**src/rtl/pmbus_ext_regs.svh**
```systemverilog
// command codes, field positions and timing constants of the bank
`ifndef PMBUS_EXT_REGS_SVH
`define PMBUS_EXT_REGS_SVH
`define CMD_FLAGS 8'hdd
`define CMD_LOG 8'he0
`define CMD_FPIN 8'he3
`define CMD_SYNC 8'he4
`define LEN_FLAGS 4'h7
`define LEN_LOG 4'h8
`define LEN_FPIN 4'h2
`define LEN_SYNC 4'h6
`define FLAGS_MASK 56'hfe_3ef0_170c_c03f
`define FPIN_MASK 16'h0007
`define SYNC_MASK 48'hffff_ffff_dfe0
`define ALL_ONES 56'hff_ffff_ffff_ffff
`define NO_BITS 56'h00_0000_0000_0000
`define B_RO_WRITE 55
`define B_BAD_GROUP 54
`define B_GROUP_READ 53
`define B_COMM_MISC 52
`define B_ABORTED 51
`define B_ARB_LOSS 50
`define B_BLK_NACK 49
`define B_BYTES_FEW 45
`define B_BYTES_MANY 44
`define B_BLK_SHORT 43
`define B_BLK_LONG 42
`define B_LOCKED 41
`define B_POS_OPEN_B 39
`define B_POS_OPEN_A 38
`define B_NEG_OPEN_B 37
`define B_NEG_OPEN_A 36
`define B_ALIGN_FLT 28
`define B_NO_UPDATE 26
`define B_BAD_BOOT 25
`define B_BAD_ADDR 24
`define B_BAD_PHASE 19
`define B_BAD_FILE 18
`define B_AUX_LOW_B 15
`define B_AUX_LOW_A 14
`define B_PRE_OV_B 5
`define B_PRE_OV_A 4
`define B_TRK_OV_B 3
`define B_TRK_OV_A 2
`define B_FIX_OV_B 1
`define B_FIX_OV_A 0
`define FP_OT 2
`define FP_OC 1
`define FP_CHB 0
`define PAGE_A 8'h00
`define PAGE_B 8'h01
`define IN_DIV_MAX 6'h0f
`define RATIO_BAD 3'h4
`define POW2_MAX 4'ha
`define ANGLE_MAX 4'hc
`define LOG_DEPTH 32
`define LOG_PAD 8'h00
`define FRAME_BITS 32
`define BITCNT_LAST 5'h1f
`define BITCNT_ONE 5'h01
`define TS_BITS 24
`define MCLK_PERIOD_NS 25
`define TS_LSB_NS 1000
`define TS_TICK_CYC (`TS_LSB_NS / `MCLK_PERIOD_NS)
`endif

```
**src/rtl/pmbus_ext_pkg.sv**
```systemverilog
// types shared by the extended flag and sync configuration bank
package pmbus_ext_pkg;
  typedef struct packed {
    logic       out_en;
    logic [5:0] in_div;
    logic       freq_loop_gain_b;
    logic [1:0] pll_loop_gain_b;
    logic [2:0] freq_ratio_a;
    logic [2:0] freq_ratio_b;
    logic [3:0] angle_offset_b;
    logic [3:0] pwm_pow2_divider_b;
    logic [3:0] angle_offset_a;
    logic [3:0] pwm_pow2_divider_a;
    logic [1:0] pll_loop_gain_a;
    logic       rsvd_13;
    logic       freq_loop_en_b;
    logic       pll_loop_en_b;
    logic       freq_loop_gain_a;
    logic       freq_loop_en_a;
    logic       pll_loop_en_a;
    logic       sync_out_from_b;
    logic       clock_source_b;
    logic       clock_source_a;
    logic [4:0] rsvd_low;
  } sync_cfg_t;
  typedef enum logic [0:0] {
    RX_HUNT = 1'b0,
    RX_BITS = 1'b1
  } rx_state_t;
endpackage

```
**src/rtl/sticky_bits.sv**
```systemverilog
// sticky flag bank: set wins over clear, unsupported bits stay zero
`timescale 1ns/1ps
`default_nettype none
module sticky_bits #(
  parameter int          W    = 8,
  parameter logic [W-1:0] MASK = '1
) (
  input  wire logic         mclk,
  input  wire logic         nrst,
  input  wire logic [W-1:0] set_vec,
  input  wire logic [W-1:0] clr_vec,
  output logic      [W-1:0] q
);
  always_ff @(posedge mclk or negedge nrst) begin
    if (!nrst) begin
      q <= '0;
    end else begin
      q <= ((q & ~clr_vec) | set_vec) & MASK;
    end
  end
endmodule // sticky_bits
`default_nettype wire

```
**src/rtl/frame_logger.sv**
```systemverilog
// serial frame receiver with timestamped circular log
`timescale 1ns/1ps
`default_nettype none
`include "pmbus_ext_regs.svh"
module frame_logger (
  input  wire logic        mclk,
  input  wire logic        nrst,
  input  wire logic        link_clk,
  input  wire logic        link_data,
  input  wire logic [4:0]  entry_index,
  output logic      [63:0] entry_data,
  output logic             frame_done
);
  logic [1:0]  clk_sync;
  logic [1:0]  dat_sync;
  logic        clk_prev;
  logic        rise;
  logic [`TS_BITS-1:0]    stamp;
  logic [5:0]  tick_cnt;
  logic [`FRAME_BITS-1:0] shift;
  logic [4:0]  bit_cnt;
  logic [4:0]  wr_ptr;
  logic [55:0] mem [`LOG_DEPTH];
  pmbus_ext_pkg::rx_state_t state;

  always_ff @(posedge mclk or negedge nrst) begin
    if (!nrst) begin
      clk_sync <= 2'h0;
      dat_sync <= 2'h0;
      clk_prev <= 1'b0;
    end else begin
      clk_sync <= {clk_sync[0], link_clk};
      dat_sync <= {dat_sync[0], link_data};
      clk_prev <= clk_sync[1];
    end
  end
  assign rise = clk_sync[1] && !clk_prev;

  // microsecond timestamp, wraps at full width
  always_ff @(posedge mclk or negedge nrst) begin
    if (!nrst) begin
      tick_cnt <= 6'h00;
      stamp    <= '0;
    end else if (tick_cnt == 6'(`TS_TICK_CYC - 1)) begin
      tick_cnt <= 6'h00;
      stamp    <= stamp + 24'h00_0001;
    end else begin
      tick_cnt <= tick_cnt + 6'h01;
    end
  end

  // a frame opens with a low bit and is 32 bits long
  always_ff @(posedge mclk or negedge nrst) begin
    if (!nrst) begin
      state      <= pmbus_ext_pkg::RX_HUNT;
      shift      <= '0;
      bit_cnt    <= 5'h00;
      frame_done <= 1'b0;
    end else begin
      frame_done <= 1'b0;
      if (rise) begin
        shift <= {shift[`FRAME_BITS-2:0], dat_sync[1]};
        case (state)
          pmbus_ext_pkg::RX_HUNT: begin
            if (!dat_sync[1]) begin
              state   <= pmbus_ext_pkg::RX_BITS;
              bit_cnt <= `BITCNT_ONE;
            end
          end
          pmbus_ext_pkg::RX_BITS: begin
            bit_cnt <= bit_cnt + 5'h01;
            if (bit_cnt == `BITCNT_LAST) begin
              state      <= pmbus_ext_pkg::RX_HUNT;
              frame_done <= 1'b1;
            end
          end
          default: state <= pmbus_ext_pkg::RX_HUNT;
        endcase
      end
    end
  end

  always_ff @(posedge mclk or negedge nrst) begin
    if (!nrst) begin
      wr_ptr <= 5'h00;
      for (int i = 0; i < `LOG_DEPTH; i++) begin
        mem[i] <= '0;
      end
    end else if (frame_done) begin
      mem[wr_ptr] <= {shift, stamp};
      wr_ptr      <= wr_ptr + 5'h01;
    end
  end

  assign entry_data = {mem[entry_index][55:`TS_BITS], `LOG_PAD,
                       mem[entry_index][`TS_BITS-1:0]};
endmodule // frame_logger
`default_nettype wire

```
**src/rtl/pmbus_ext_flags_sync_cfg.sv**
```systemverilog
// extended fault flags, frame log, fault pin select and sync settings
// How it works
// write to read-only command sets bit 55
// bad group sets 54, group read 53
// other communication errors set bit 52
// master abort sets 51, arbitration loss 50
// refused block-size byte sets bit 49
// too few bytes 45, too many 44
// block size short 43, long 42
// write while protected sets bit 41
// sense line opens in bits 39..36
// sync fault 28, refused update 26
// address 24, phase map 19, file 18
// auxiliary output low in bits 15, 14
// prebias overvoltage in bits 5, 4
// tracking overvoltage 3,2; fixed 1,0
// log holds 32 frames with wrapping stamp
// log read: 8 bytes, indexed, 31:24 zero
// pin select: overtemp, overcurrent, channels
// pin select written only with conversion off; taken here also while only the other rail converts
// sync writes need conversion off, apply at boot; taken here also while only the other rail converts
// bit 47 sync out, divider 0..15
// loop gains 1,2,4,8 and 1 or 0.5
// ratio code 100b never used
// power-of-two dividers up to Ah
// flags stay until global or one-bit clear
// angle offset steps up to 1100b
// loop enables, sync source and output select
// unsupported sync values refused and flagged
// reserved bits read zero, ignore writes
`timescale 1ns/1ps
`default_nettype none
`include "pmbus_ext_regs.svh"
module pmbus_ext_flags_sync_cfg (
  input  wire logic        mclk,
  input  wire logic        nrst,
  input  wire logic        cmd_valid,
  input  wire logic        cmd_write,
  input  wire logic        cmd_block,
  input  wire logic [7:0]  cmd_code,
  input  wire logic [3:0]  cmd_len,
  input  wire logic [7:0]  cmd_blk_size,
  input  wire logic [63:0] cmd_wdata,
  input  wire logic [7:0]  page,
  input  wire logic        write_protect,
  input  wire logic        conv_on_a,
  input  wire logic        conv_on_b,
  input  wire logic        global_fault_clear,
  input  wire logic        ev_malformed_group,
  input  wire logic        ev_group_read,
  input  wire logic        ev_comm_misc,
  input  wire logic        ev_aborted,
  input  wire logic        ev_arbitration_loss_flag,
  input  wire logic        ev_blocksize_nack,
  input  wire logic        pos_sense_open_b,
  input  wire logic        pos_sense_open_a,
  input  wire logic        neg_sense_open_b,
  input  wire logic        neg_sense_open_a,
  input  wire logic        clock_align_fault,
  input  wire logic        bad_boot_flag,
  input  wire logic        bad_addr_pin_flag,
  input  wire logic        bad_phase_map_flag,
  input  wire logic        bad_cfg_file_flag,
  input  wire logic        aux_out_low_b,
  input  wire logic        aux_out_low_a,
  input  wire logic        prebias_overvolt_b,
  input  wire logic        prebias_overvolt_a,
  input  wire logic        tracking_overvolt_b,
  input  wire logic        tracking_overvolt_a,
  input  wire logic        fixed_overvolt_b,
  input  wire logic        fixed_overvolt_a,
  input  wire logic        overtemp_a,
  input  wire logic        overtemp_b,
  input  wire logic        overcurrent_a,
  input  wire logic        overcurrent_b,
  input  wire logic [4:0]  log_entry_index,
  input  wire logic [15:0] nvm_fault_pin_select,
  input  wire logic [47:0] nvm_sync_settings,
  input  wire logic        link_clk,
  input  wire logic        link_data,
  output logic             rsp_valid,
  output logic [63:0]      rsp_data,
  output logic [3:0]       rsp_len,
  output logic             regulator_fault_n,
  output logic [55:0]      extended_fault_flags,
  output logic [47:0]      sync_settings,
  output pmbus_ext_pkg::sync_cfg_t sync_applied
);

  logic        booted;
  logic [15:0] fault_pin_select;
  logic [63:0] log_word;
  logic        is_flags;
  logic        is_log;
  logic        is_fpin;
  logic        is_sync;
  logic        ours;
  logic [3:0]  need_len;
  logic        wr;
  logic        len_err;
  logic        blk_err;
  logic        wr_ok;
  logic        conv_ok;
  logic        sync_ok;
  logic        upd_err;
  logic        data_err;
  logic        commit_fpin;
  logic        commit_sync;
  logic [55:0] set_vec;
  logic [55:0] clr_vec;
  logic        fault_a;
  logic        fault_b;
  pmbus_ext_pkg::sync_cfg_t wcfg;

  frame_logger u_log (
    .mclk        (mclk),
    .nrst        (nrst),
    .link_clk    (link_clk),
    .link_data   (link_data),
    .entry_index (log_entry_index),
    .entry_data  (log_word),
    .frame_done  ()
  );

  sticky_bits #(.W(56), .MASK(`FLAGS_MASK)) u_flags (
    .mclk    (mclk),
    .nrst    (nrst),
    .set_vec (set_vec),
    .clr_vec (clr_vec),
    .q       (extended_fault_flags)
  );

  // command decode
  assign is_flags = (cmd_code == `CMD_FLAGS);
  assign is_log   = (cmd_code == `CMD_LOG);
  assign is_fpin  = (cmd_code == `CMD_FPIN);
  assign is_sync  = (cmd_code == `CMD_SYNC);
  assign ours     = is_flags | is_log | is_fpin | is_sync;
  assign wr       = booted && cmd_valid && cmd_write && ours;

  always_comb begin
    need_len = `LEN_FLAGS;
    if (is_log) begin
      need_len = `LEN_LOG;
    end else if (is_fpin) begin
      need_len = `LEN_FPIN;
    end else if (is_sync) begin
      need_len = `LEN_SYNC;
    end
  end

  // checks in priority order: access, count, block size, protect
  assign len_err = wr && !is_log && (cmd_len != need_len);
  assign blk_err = wr && !is_log && !len_err && cmd_block &&
                   (cmd_blk_size != {4'h0, need_len});
  assign wr_ok   = wr && !is_log && !len_err && !blk_err &&
                   !write_protect;

  // a rail may be reconfigured while only the other rail converts
  assign conv_ok = !(conv_on_a || conv_on_b) ||
                   (page == `PAGE_A && !conv_on_a) ||
                   (page == `PAGE_B && !conv_on_b);

  assign wcfg = pmbus_ext_pkg::sync_cfg_t'(cmd_wdata[47:0]);
  assign sync_ok = (wcfg.in_div <= `IN_DIV_MAX) &&
                   (wcfg.freq_ratio_a != `RATIO_BAD) &&
                   (wcfg.freq_ratio_b != `RATIO_BAD) &&
                   (wcfg.pwm_pow2_divider_a <= `POW2_MAX) &&
                   (wcfg.pwm_pow2_divider_b <= `POW2_MAX) &&
                   (wcfg.angle_offset_a <= `ANGLE_MAX) &&
                   (wcfg.angle_offset_b <= `ANGLE_MAX);

  assign upd_err     = wr_ok && (is_fpin || is_sync) && !conv_ok;
  assign data_err    = wr_ok && is_sync && conv_ok && !sync_ok;
  assign commit_fpin = wr_ok && is_fpin && conv_ok;
  assign commit_sync = wr_ok && is_sync && conv_ok && sync_ok;

  always_comb begin
    set_vec = `NO_BITS;
    set_vec[`B_RO_WRITE]   = wr && is_log;
    set_vec[`B_BAD_GROUP]  = ev_malformed_group;
    set_vec[`B_GROUP_READ] = ev_group_read;
    set_vec[`B_COMM_MISC]  = ev_comm_misc || data_err;
    set_vec[`B_ABORTED]    = ev_aborted;
    set_vec[`B_ARB_LOSS]   = ev_arbitration_loss_flag;
    set_vec[`B_BLK_NACK]   = ev_blocksize_nack;
    set_vec[`B_BYTES_FEW]  = len_err && (cmd_len < need_len);
    set_vec[`B_BYTES_MANY] = len_err && (cmd_len > need_len);
    set_vec[`B_BLK_SHORT]  = blk_err &&
                             (cmd_blk_size < {4'h0, need_len});
    set_vec[`B_BLK_LONG]   = blk_err &&
                             (cmd_blk_size > {4'h0, need_len});
    set_vec[`B_LOCKED]     = wr && !is_log && !len_err && !blk_err &&
                             write_protect;
    set_vec[`B_POS_OPEN_B] = pos_sense_open_b;
    set_vec[`B_POS_OPEN_A] = pos_sense_open_a;
    set_vec[`B_NEG_OPEN_B] = neg_sense_open_b;
    set_vec[`B_NEG_OPEN_A] = neg_sense_open_a;
    set_vec[`B_ALIGN_FLT]  = clock_align_fault;
    set_vec[`B_NO_UPDATE]  = upd_err;
    set_vec[`B_BAD_BOOT]   = bad_boot_flag;
    set_vec[`B_BAD_ADDR]   = bad_addr_pin_flag;
    set_vec[`B_BAD_PHASE]  = bad_phase_map_flag;
    set_vec[`B_BAD_FILE]   = bad_cfg_file_flag;
    set_vec[`B_AUX_LOW_B]  = aux_out_low_b;
    set_vec[`B_AUX_LOW_A]  = aux_out_low_a;
    set_vec[`B_PRE_OV_B]   = prebias_overvolt_b;
    set_vec[`B_PRE_OV_A]   = prebias_overvolt_a;
    set_vec[`B_TRK_OV_B]   = tracking_overvolt_b;
    set_vec[`B_TRK_OV_A]   = tracking_overvolt_a;
    set_vec[`B_FIX_OV_B]   = fixed_overvolt_b;
    set_vec[`B_FIX_OV_A]   = fixed_overvolt_a;
  end

  // one-bit clear by writing ones, or everything at once
  always_comb begin
    clr_vec = `NO_BITS;
    if (global_fault_clear) begin
      clr_vec = `ALL_ONES;
    end else if (wr_ok && is_flags) begin
      clr_vec = cmd_wdata[55:0];
    end
  end

  // stored images are fetched once after reset, as at power-up
  always_ff @(posedge mclk or negedge nrst) begin
    if (!nrst) begin
      booted <= 1'b0;
    end else begin
      booted <= 1'b1;
    end
  end

  always_ff @(posedge mclk or negedge nrst) begin
    if (!nrst) begin
      fault_pin_select <= 16'h0000;
    end else if (!booted) begin
      fault_pin_select <= nvm_fault_pin_select & `FPIN_MASK;
    end else if (commit_fpin) begin
      fault_pin_select <= cmd_wdata[15:0] & `FPIN_MASK;
    end
  end

  // staged value is what the host reads and the store saves
  always_ff @(posedge mclk or negedge nrst) begin
    if (!nrst) begin
      sync_settings <= 48'h0000_0000_0000;
    end else if (!booted) begin
      sync_settings <= nvm_sync_settings & `SYNC_MASK;
    end else if (commit_sync) begin
      sync_settings <= cmd_wdata[47:0] & `SYNC_MASK;
    end
  end

  // loops only ever see the image loaded at power-up
  always_ff @(posedge mclk or negedge nrst) begin
    if (!nrst) begin
      sync_applied <= '0;
    end else if (!booted) begin
      sync_applied <= pmbus_ext_pkg::sync_cfg_t'(
                        nvm_sync_settings & `SYNC_MASK);
    end
  end

  // fault pin: channel A always, channel B only when selected
  assign fault_a = (fault_pin_select[`FP_OT] && overtemp_a) ||
                   (fault_pin_select[`FP_OC] && overcurrent_a);
  assign fault_b = (fault_pin_select[`FP_OT] && overtemp_b) ||
                   (fault_pin_select[`FP_OC] && overcurrent_b);

  always_ff @(posedge mclk or negedge nrst) begin
    if (!nrst) begin
      regulator_fault_n <= 1'b1;
    end else begin
      regulator_fault_n <= !(fault_a ||
                          (fault_pin_select[`FP_CHB] && fault_b));
    end
  end

  // read answers one cycle after the request
  always_ff @(posedge mclk or negedge nrst) begin
    if (!nrst) begin
      rsp_valid <= 1'b0;
      rsp_data  <= 64'h0000_0000_0000_0000;
      rsp_len   <= 4'h0;
    end else begin
      rsp_valid <= booted && cmd_valid && !cmd_write && ours;
      rsp_len   <= need_len;
      if (is_log) begin
        rsp_data <= log_word;
      end else if (is_fpin) begin
        rsp_data <= {48'h0000_0000_0000, fault_pin_select};
      end else if (is_sync) begin
        rsp_data <= {16'h0000, sync_settings};
      end else begin
        rsp_data <= {8'h00, extended_fault_flags};
      end
    end
  end
endmodule // pmbus_ext_flags_sync_cfg
`default_nettype wire

```
**config.mk**
```make
export PLATFORM = sky130hd
export DESIGN_NAME = pmbus_ext_flags_sync_cfg
export DESIGN_NICKNAME = d
export VERILOG_FILES = /design/src/rtl/pmbus_ext_pkg.sv /design/src/rtl/sticky_bits.sv /design/src/rtl/frame_logger.sv /design/src/rtl/pmbus_ext_flags_sync_cfg.sv
export VERILOG_INCLUDE_DIRS = /design/src /design/src/rtl
export SDC_FILE = /design/constraint.sdc
export NUM_CORES = 2
export LEC_CHECK = 0
export ABC_CLOCK_PERIOD_IN_PS = 1900
export BUFFER_PORTS_ARGS = -buffer_cell sky130_fd_sc_hd__buf_2
export CORE_ASPECT_RATIO = 0.6
export CORE_MARGIN = 3
export CORE_UTILIZATION = 55
export CTS_CLUSTER_SIZE = 20
export DETAILED_ROUTE_END_ITERATION = 16
export PLACE_DENSITY = 0.75
export SETUP_SLACK_MARGIN = 0.3
export SLEW_MARGIN = 5
export SYNTH_ARGS = -nofsm -noshare
export SYNTH_HDL_FRONTEND = slang
export SYNTH_SLANG_ARGS = --single-unit
```
**constraint.sdc**
```tcl
create_clock -name mclk -period 1.9 [get_ports mclk]
set_input_delay 0.38 -clock mclk [delete_from_list [all_inputs] [get_ports mclk]]
set_output_delay 0.38 -clock mclk [all_outputs]
set_load 0.01 [all_outputs]
```
==> summary.log <==
INFO  cells_and_area finalCoreUtilization=69.8%
INFO  routing        num_vias=61600
INFO  worst_setup_path timing.critical_path.fanout_max=26
INFO  floorplanning  design.die.area=172000um2
INFO  global_route   via_count_of_the_first_global_routing_pass=62200
INFO  clock_tree     htree_levels=4
INFO  worst_setup_path timing.reg2reg.worst_path_depth=7
INFO  logic_synthesis postSynthAreaPerCell=15.4um2
INFO  global_route   antenna_found_initial=10
INFO  pwr            power.density_cell_area=798nW/um2
INFO  routing        final_antenna_net_count=0
INFO  run            timing.max_cap.violations=0
INFO  sta            finalCriticalPeriod=2.11ns
INFO  sta            rsz0062_at_grt=true
INFO  routing        detail_route.iter0.violations=7843
INFO  status         outcome=complete, but fails checks
INFO  logic_synthesis yosysMostFrequentCell=sky130_fd_sc_hd__dfrtp_1
INFO  place          place.gp.congestion=0.911
INFO  sta            finClkSkew=0.0640ns
INFO  clock_tree     clk_latency=0.86ns
INFO  pwr            report.power.total=91.7mW
INFO  pwr            vdd_drop_max=0.768mV
INFO  sta            timing.final.ws_setup=-0.207ns
INFO  cells_and_area area_growth_syn_to_fin=25.5%
INFO  status         failed_checks=setup timing
INFO  floorplanning  row_count=115
INFO  routing        wirelength=305mm
INFO  worst_hold_path timing.hold.worst.class=primary input to asynchronous set/reset pin
INFO  pwr            static-leakage-power=54.5nW
INFO  sta            tightest_slew=1.48ns
INFO  worst_setup_path worstPathArrival=2.80ns
INFO  logic_synthesis netlist.area_leader.share=56.2%
INFO  sta            timing.slew.headroom=1.16%
INFO  routing        firstDrtPassIters=7
INFO  routing        drt_drc_violations_left=0
INFO  sta            final_min_period_over_clock_period=111%
INFO  logic_synthesis ys_types=65
INFO  logic_synthesis ys_ff_latch=2059
INFO  logic_synthesis synth_area_leaders=sky130_fd_sc_hd__dfrtp_1 (56%), sky130_fd_sc_hd__mux2_2 (23%), sky130_fd_sc_hd__mux4_2 (12%), sky130_fd_sc_hd__clkbuf_1 (1.4%), sky130_fd_sc_hd__buf_2 (0.99%)
INFO  clock_tree     clk_pin_slew_worst_paths=0.06ns
INFO  worst_setup_path start_kind=flip-flop
INFO  worst_setup_path r2r_start=u_log.wr_ptr[1]
INFO  place          post-place-ws=-1.00ns
INFO  global_route   grt.overflow.total=0
INFO  logic_synthesis asyncSetResetFlopFracSynth=100%
INFO  cells_and_area share_of_cells_above_drive_strength_1=57.0%
INFO  global_route   grt_first_pass_wirelength=424mm
INFO  global_route   largest_net_degree_at_the_start_of_global_routing=134
INFO  global_route   globalRouteTotalUtil=33.3%
INFO  worst_setup_path required=2.59ns
INFO  clock_tree     cts_buffer_depth=4
INFO  logic_synthesis synth_largest_area_cell=sky130_fd_sc_hd__dfrtp_1
INFO  worst_setup_path setup.worst_path.class=flip-flop to flip-flop
INFO  clock_tree     clock_tree_from_tritoncts=built
INFO  floorplanning  dieHeight=322um
INFO  place          placement.io_buffers=353
INFO  place          dp_hpwl=186mm
INFO  logic_synthesis synth-warning-count=0
INFO  clock_tree     clkSinkCount=2059
INFO  floorplanning  initial_utilization=55.6%
INFO  logic_synthesis syn-instance-count=5957
INFO  worst_setup_path setup.worst_path.start=u_log.wr_ptr[1]
INFO  clock_tree     cts_inserted_buffers=190
INFO  logic_synthesis synthTopCellsByCount=sky130_fd_sc_hd__dfrtp_1 (2058), sky130_fd_sc_hd__mux2_2 (1855), sky130_fd_sc_hd__mux4_2 (468)
INFO  floorplanning  coreArea=165000um2
INFO  floorplanning  floorplan.io_pins=421
INFO  worst_setup_path cp-end-kind=flip-flop
INFO  routing        detail_routed_net_length_per_standard_cell=32.9um
INFO  floorplanning  die_w=533um
INFO  routing        vias_per_cell=6.64
INFO  logic_synthesis ys.flop_type=sky130_fd_sc_hd__dfrtp_1
INFO  sta            final-hold-violation-count=0
INFO  sta            clock.fmax=475MHz
INFO  logic_synthesis seq_total_area_yosys=56.2%
INFO  cells_and_area finalNetCount=7125
INFO  sta            count_of_endpoints_failing_setup_in_the_final_report=1171
INFO  logic_synthesis mappedNetlistArea=91600um2
INFO  sta            final-max-slew-violation-count=0
INFO  clock_tree     root_buffer=sky130_fd_sc_hd__clkbuf_16
INFO  logic_synthesis number_of_enable_type_register_cells_in_the_synthesized_netlist=0
where the power goes:
group	internal (mW)	total (mW)	switching, mW
combinational	2.77	7.43	4.66
clock	22.3	39.4	17.1
sequential	44.4	45.0	0.578
total	69.4	91.7	22.3
flip-flops by register name, summed over array words and instances (netlist names), 2 cells and up:
| signal | cells |
|---|---|
| u_log.clk_sync | 2 |
| u_log.bit_cnt | 5 |
| u_log.stamp | 24 |
| sync_settings | 42 |
| u_log.dat_sync | 2 |
| u_log.shift | 32 |
| u_log.wr_ptr | 5 |
| fault_pin_select | 3 |
| rsp_len | 4 |
| u_flags.q | 30 |
| u_log.mem | 1792 |
| sync_applied | 42 |
| rsp_data | 64 |
| u_log.tick_cnt | 6 |
kinds of logic (layout without fill, tap and decap cells):
family          count (synthesis)  in the layout  share of synthesized area [%]
mux                          2355           2355                           34.6
flops                        2059           2059                           56.2
buf+inv                       642           1691                           3.16
compound gates                441            441                           3.33
simple gates                  413            413                           2.14
xor+xnor                       29             29                          0.277
fa+ha+maj                      16             16                          0.213
other cells                     2             48                        0.00820
critical path, cell delays in order (launching register included):
cell                      delay, ns
sky130_fd_sc_hd__dfrtp_2       0.44
sky130_fd_sc_hd__inv_4         0.07
sky130_fd_sc_hd__buf_6         0.10
sky130_fd_sc_hd__ha_4          0.19
sky130_fd_sc_hd__nand3_4       0.17
sky130_fd_sc_hd__or3_4         0.43
sky130_fd_sc_hd__buf_12        0.20
sky130_fd_sc_hd__mux2_2        0.33
per-layer routing:
| layer | part of all wire (%) | global-route usage (%) |
|---|---|---|
| met1 | 40 | 48.5 |
| met2 | 43 | 48.4 |
| met3 | 12 | 9.26 |
| met4 | 4.6 | 11.7 |
| met5 | 0.0043 | 0 |
final timing paths:
kind	to	slack (ns)
min in group mclk	rsp_valid	0.12
worst max register to register	u_log.mem[1465]	-0.21
worst max-delay path	u_log.mem[1465]	-0.21
worst min-delay path	u_log.mem[793]	0.05
worst min register to register	u_log.clk_sync[1]	0.35
max in group asynchronous	u_log.mem[730]	0.81
metrics by stage:
step	cell area, um2	hold slack (ns)	setup TNS (ns)	cells
after floorplan	93200	0.0844	-91.42	5994
after global placement	103000	0.265	-135.87	8656
after detailed placement	103000	0.263	-156.81	8656
after CTS	112000	0.0176	-7.27	9181
after global routing	115000	0.0498	-107.59	9266
final	115000	0.0517	-79.93	9275
layout by cell type (no fill, tap or decap), drive strengths merged, types with 61 or more instances in the layout:
cell	count
a22oi	61
buf	1182
clkbuf	299
dfrtp	2058
dlygate4sd3	134
mux2	1855
mux4	468
nand2	106
nand3	86
nor2	123
o21ai	104
repair_timing:
item / in CTS / in global routing
setup endpoints to repair: 2107 / 2165
pin swaps: 12 / 73
buffers inserted: 52 / 52
hold endpoints to repair: 1163 / 0
cloned: 16 / 33
gates resized for setup: 214 / 430
hold buffers: 134 / 0
layout make-up:
cell class                 instances  area, um2
sequential                      2059      51600
fill                           10200      49700
multi-input combinational       3293      39700
timing repair buffer            1349      14600
clock buffer                     268       5500
tap                             2223       2780
clock inverter                    55        701
inverter                          19       76.3
antenna                            9       22.5
Note: power is estimated with default switching activity, not from simulation.
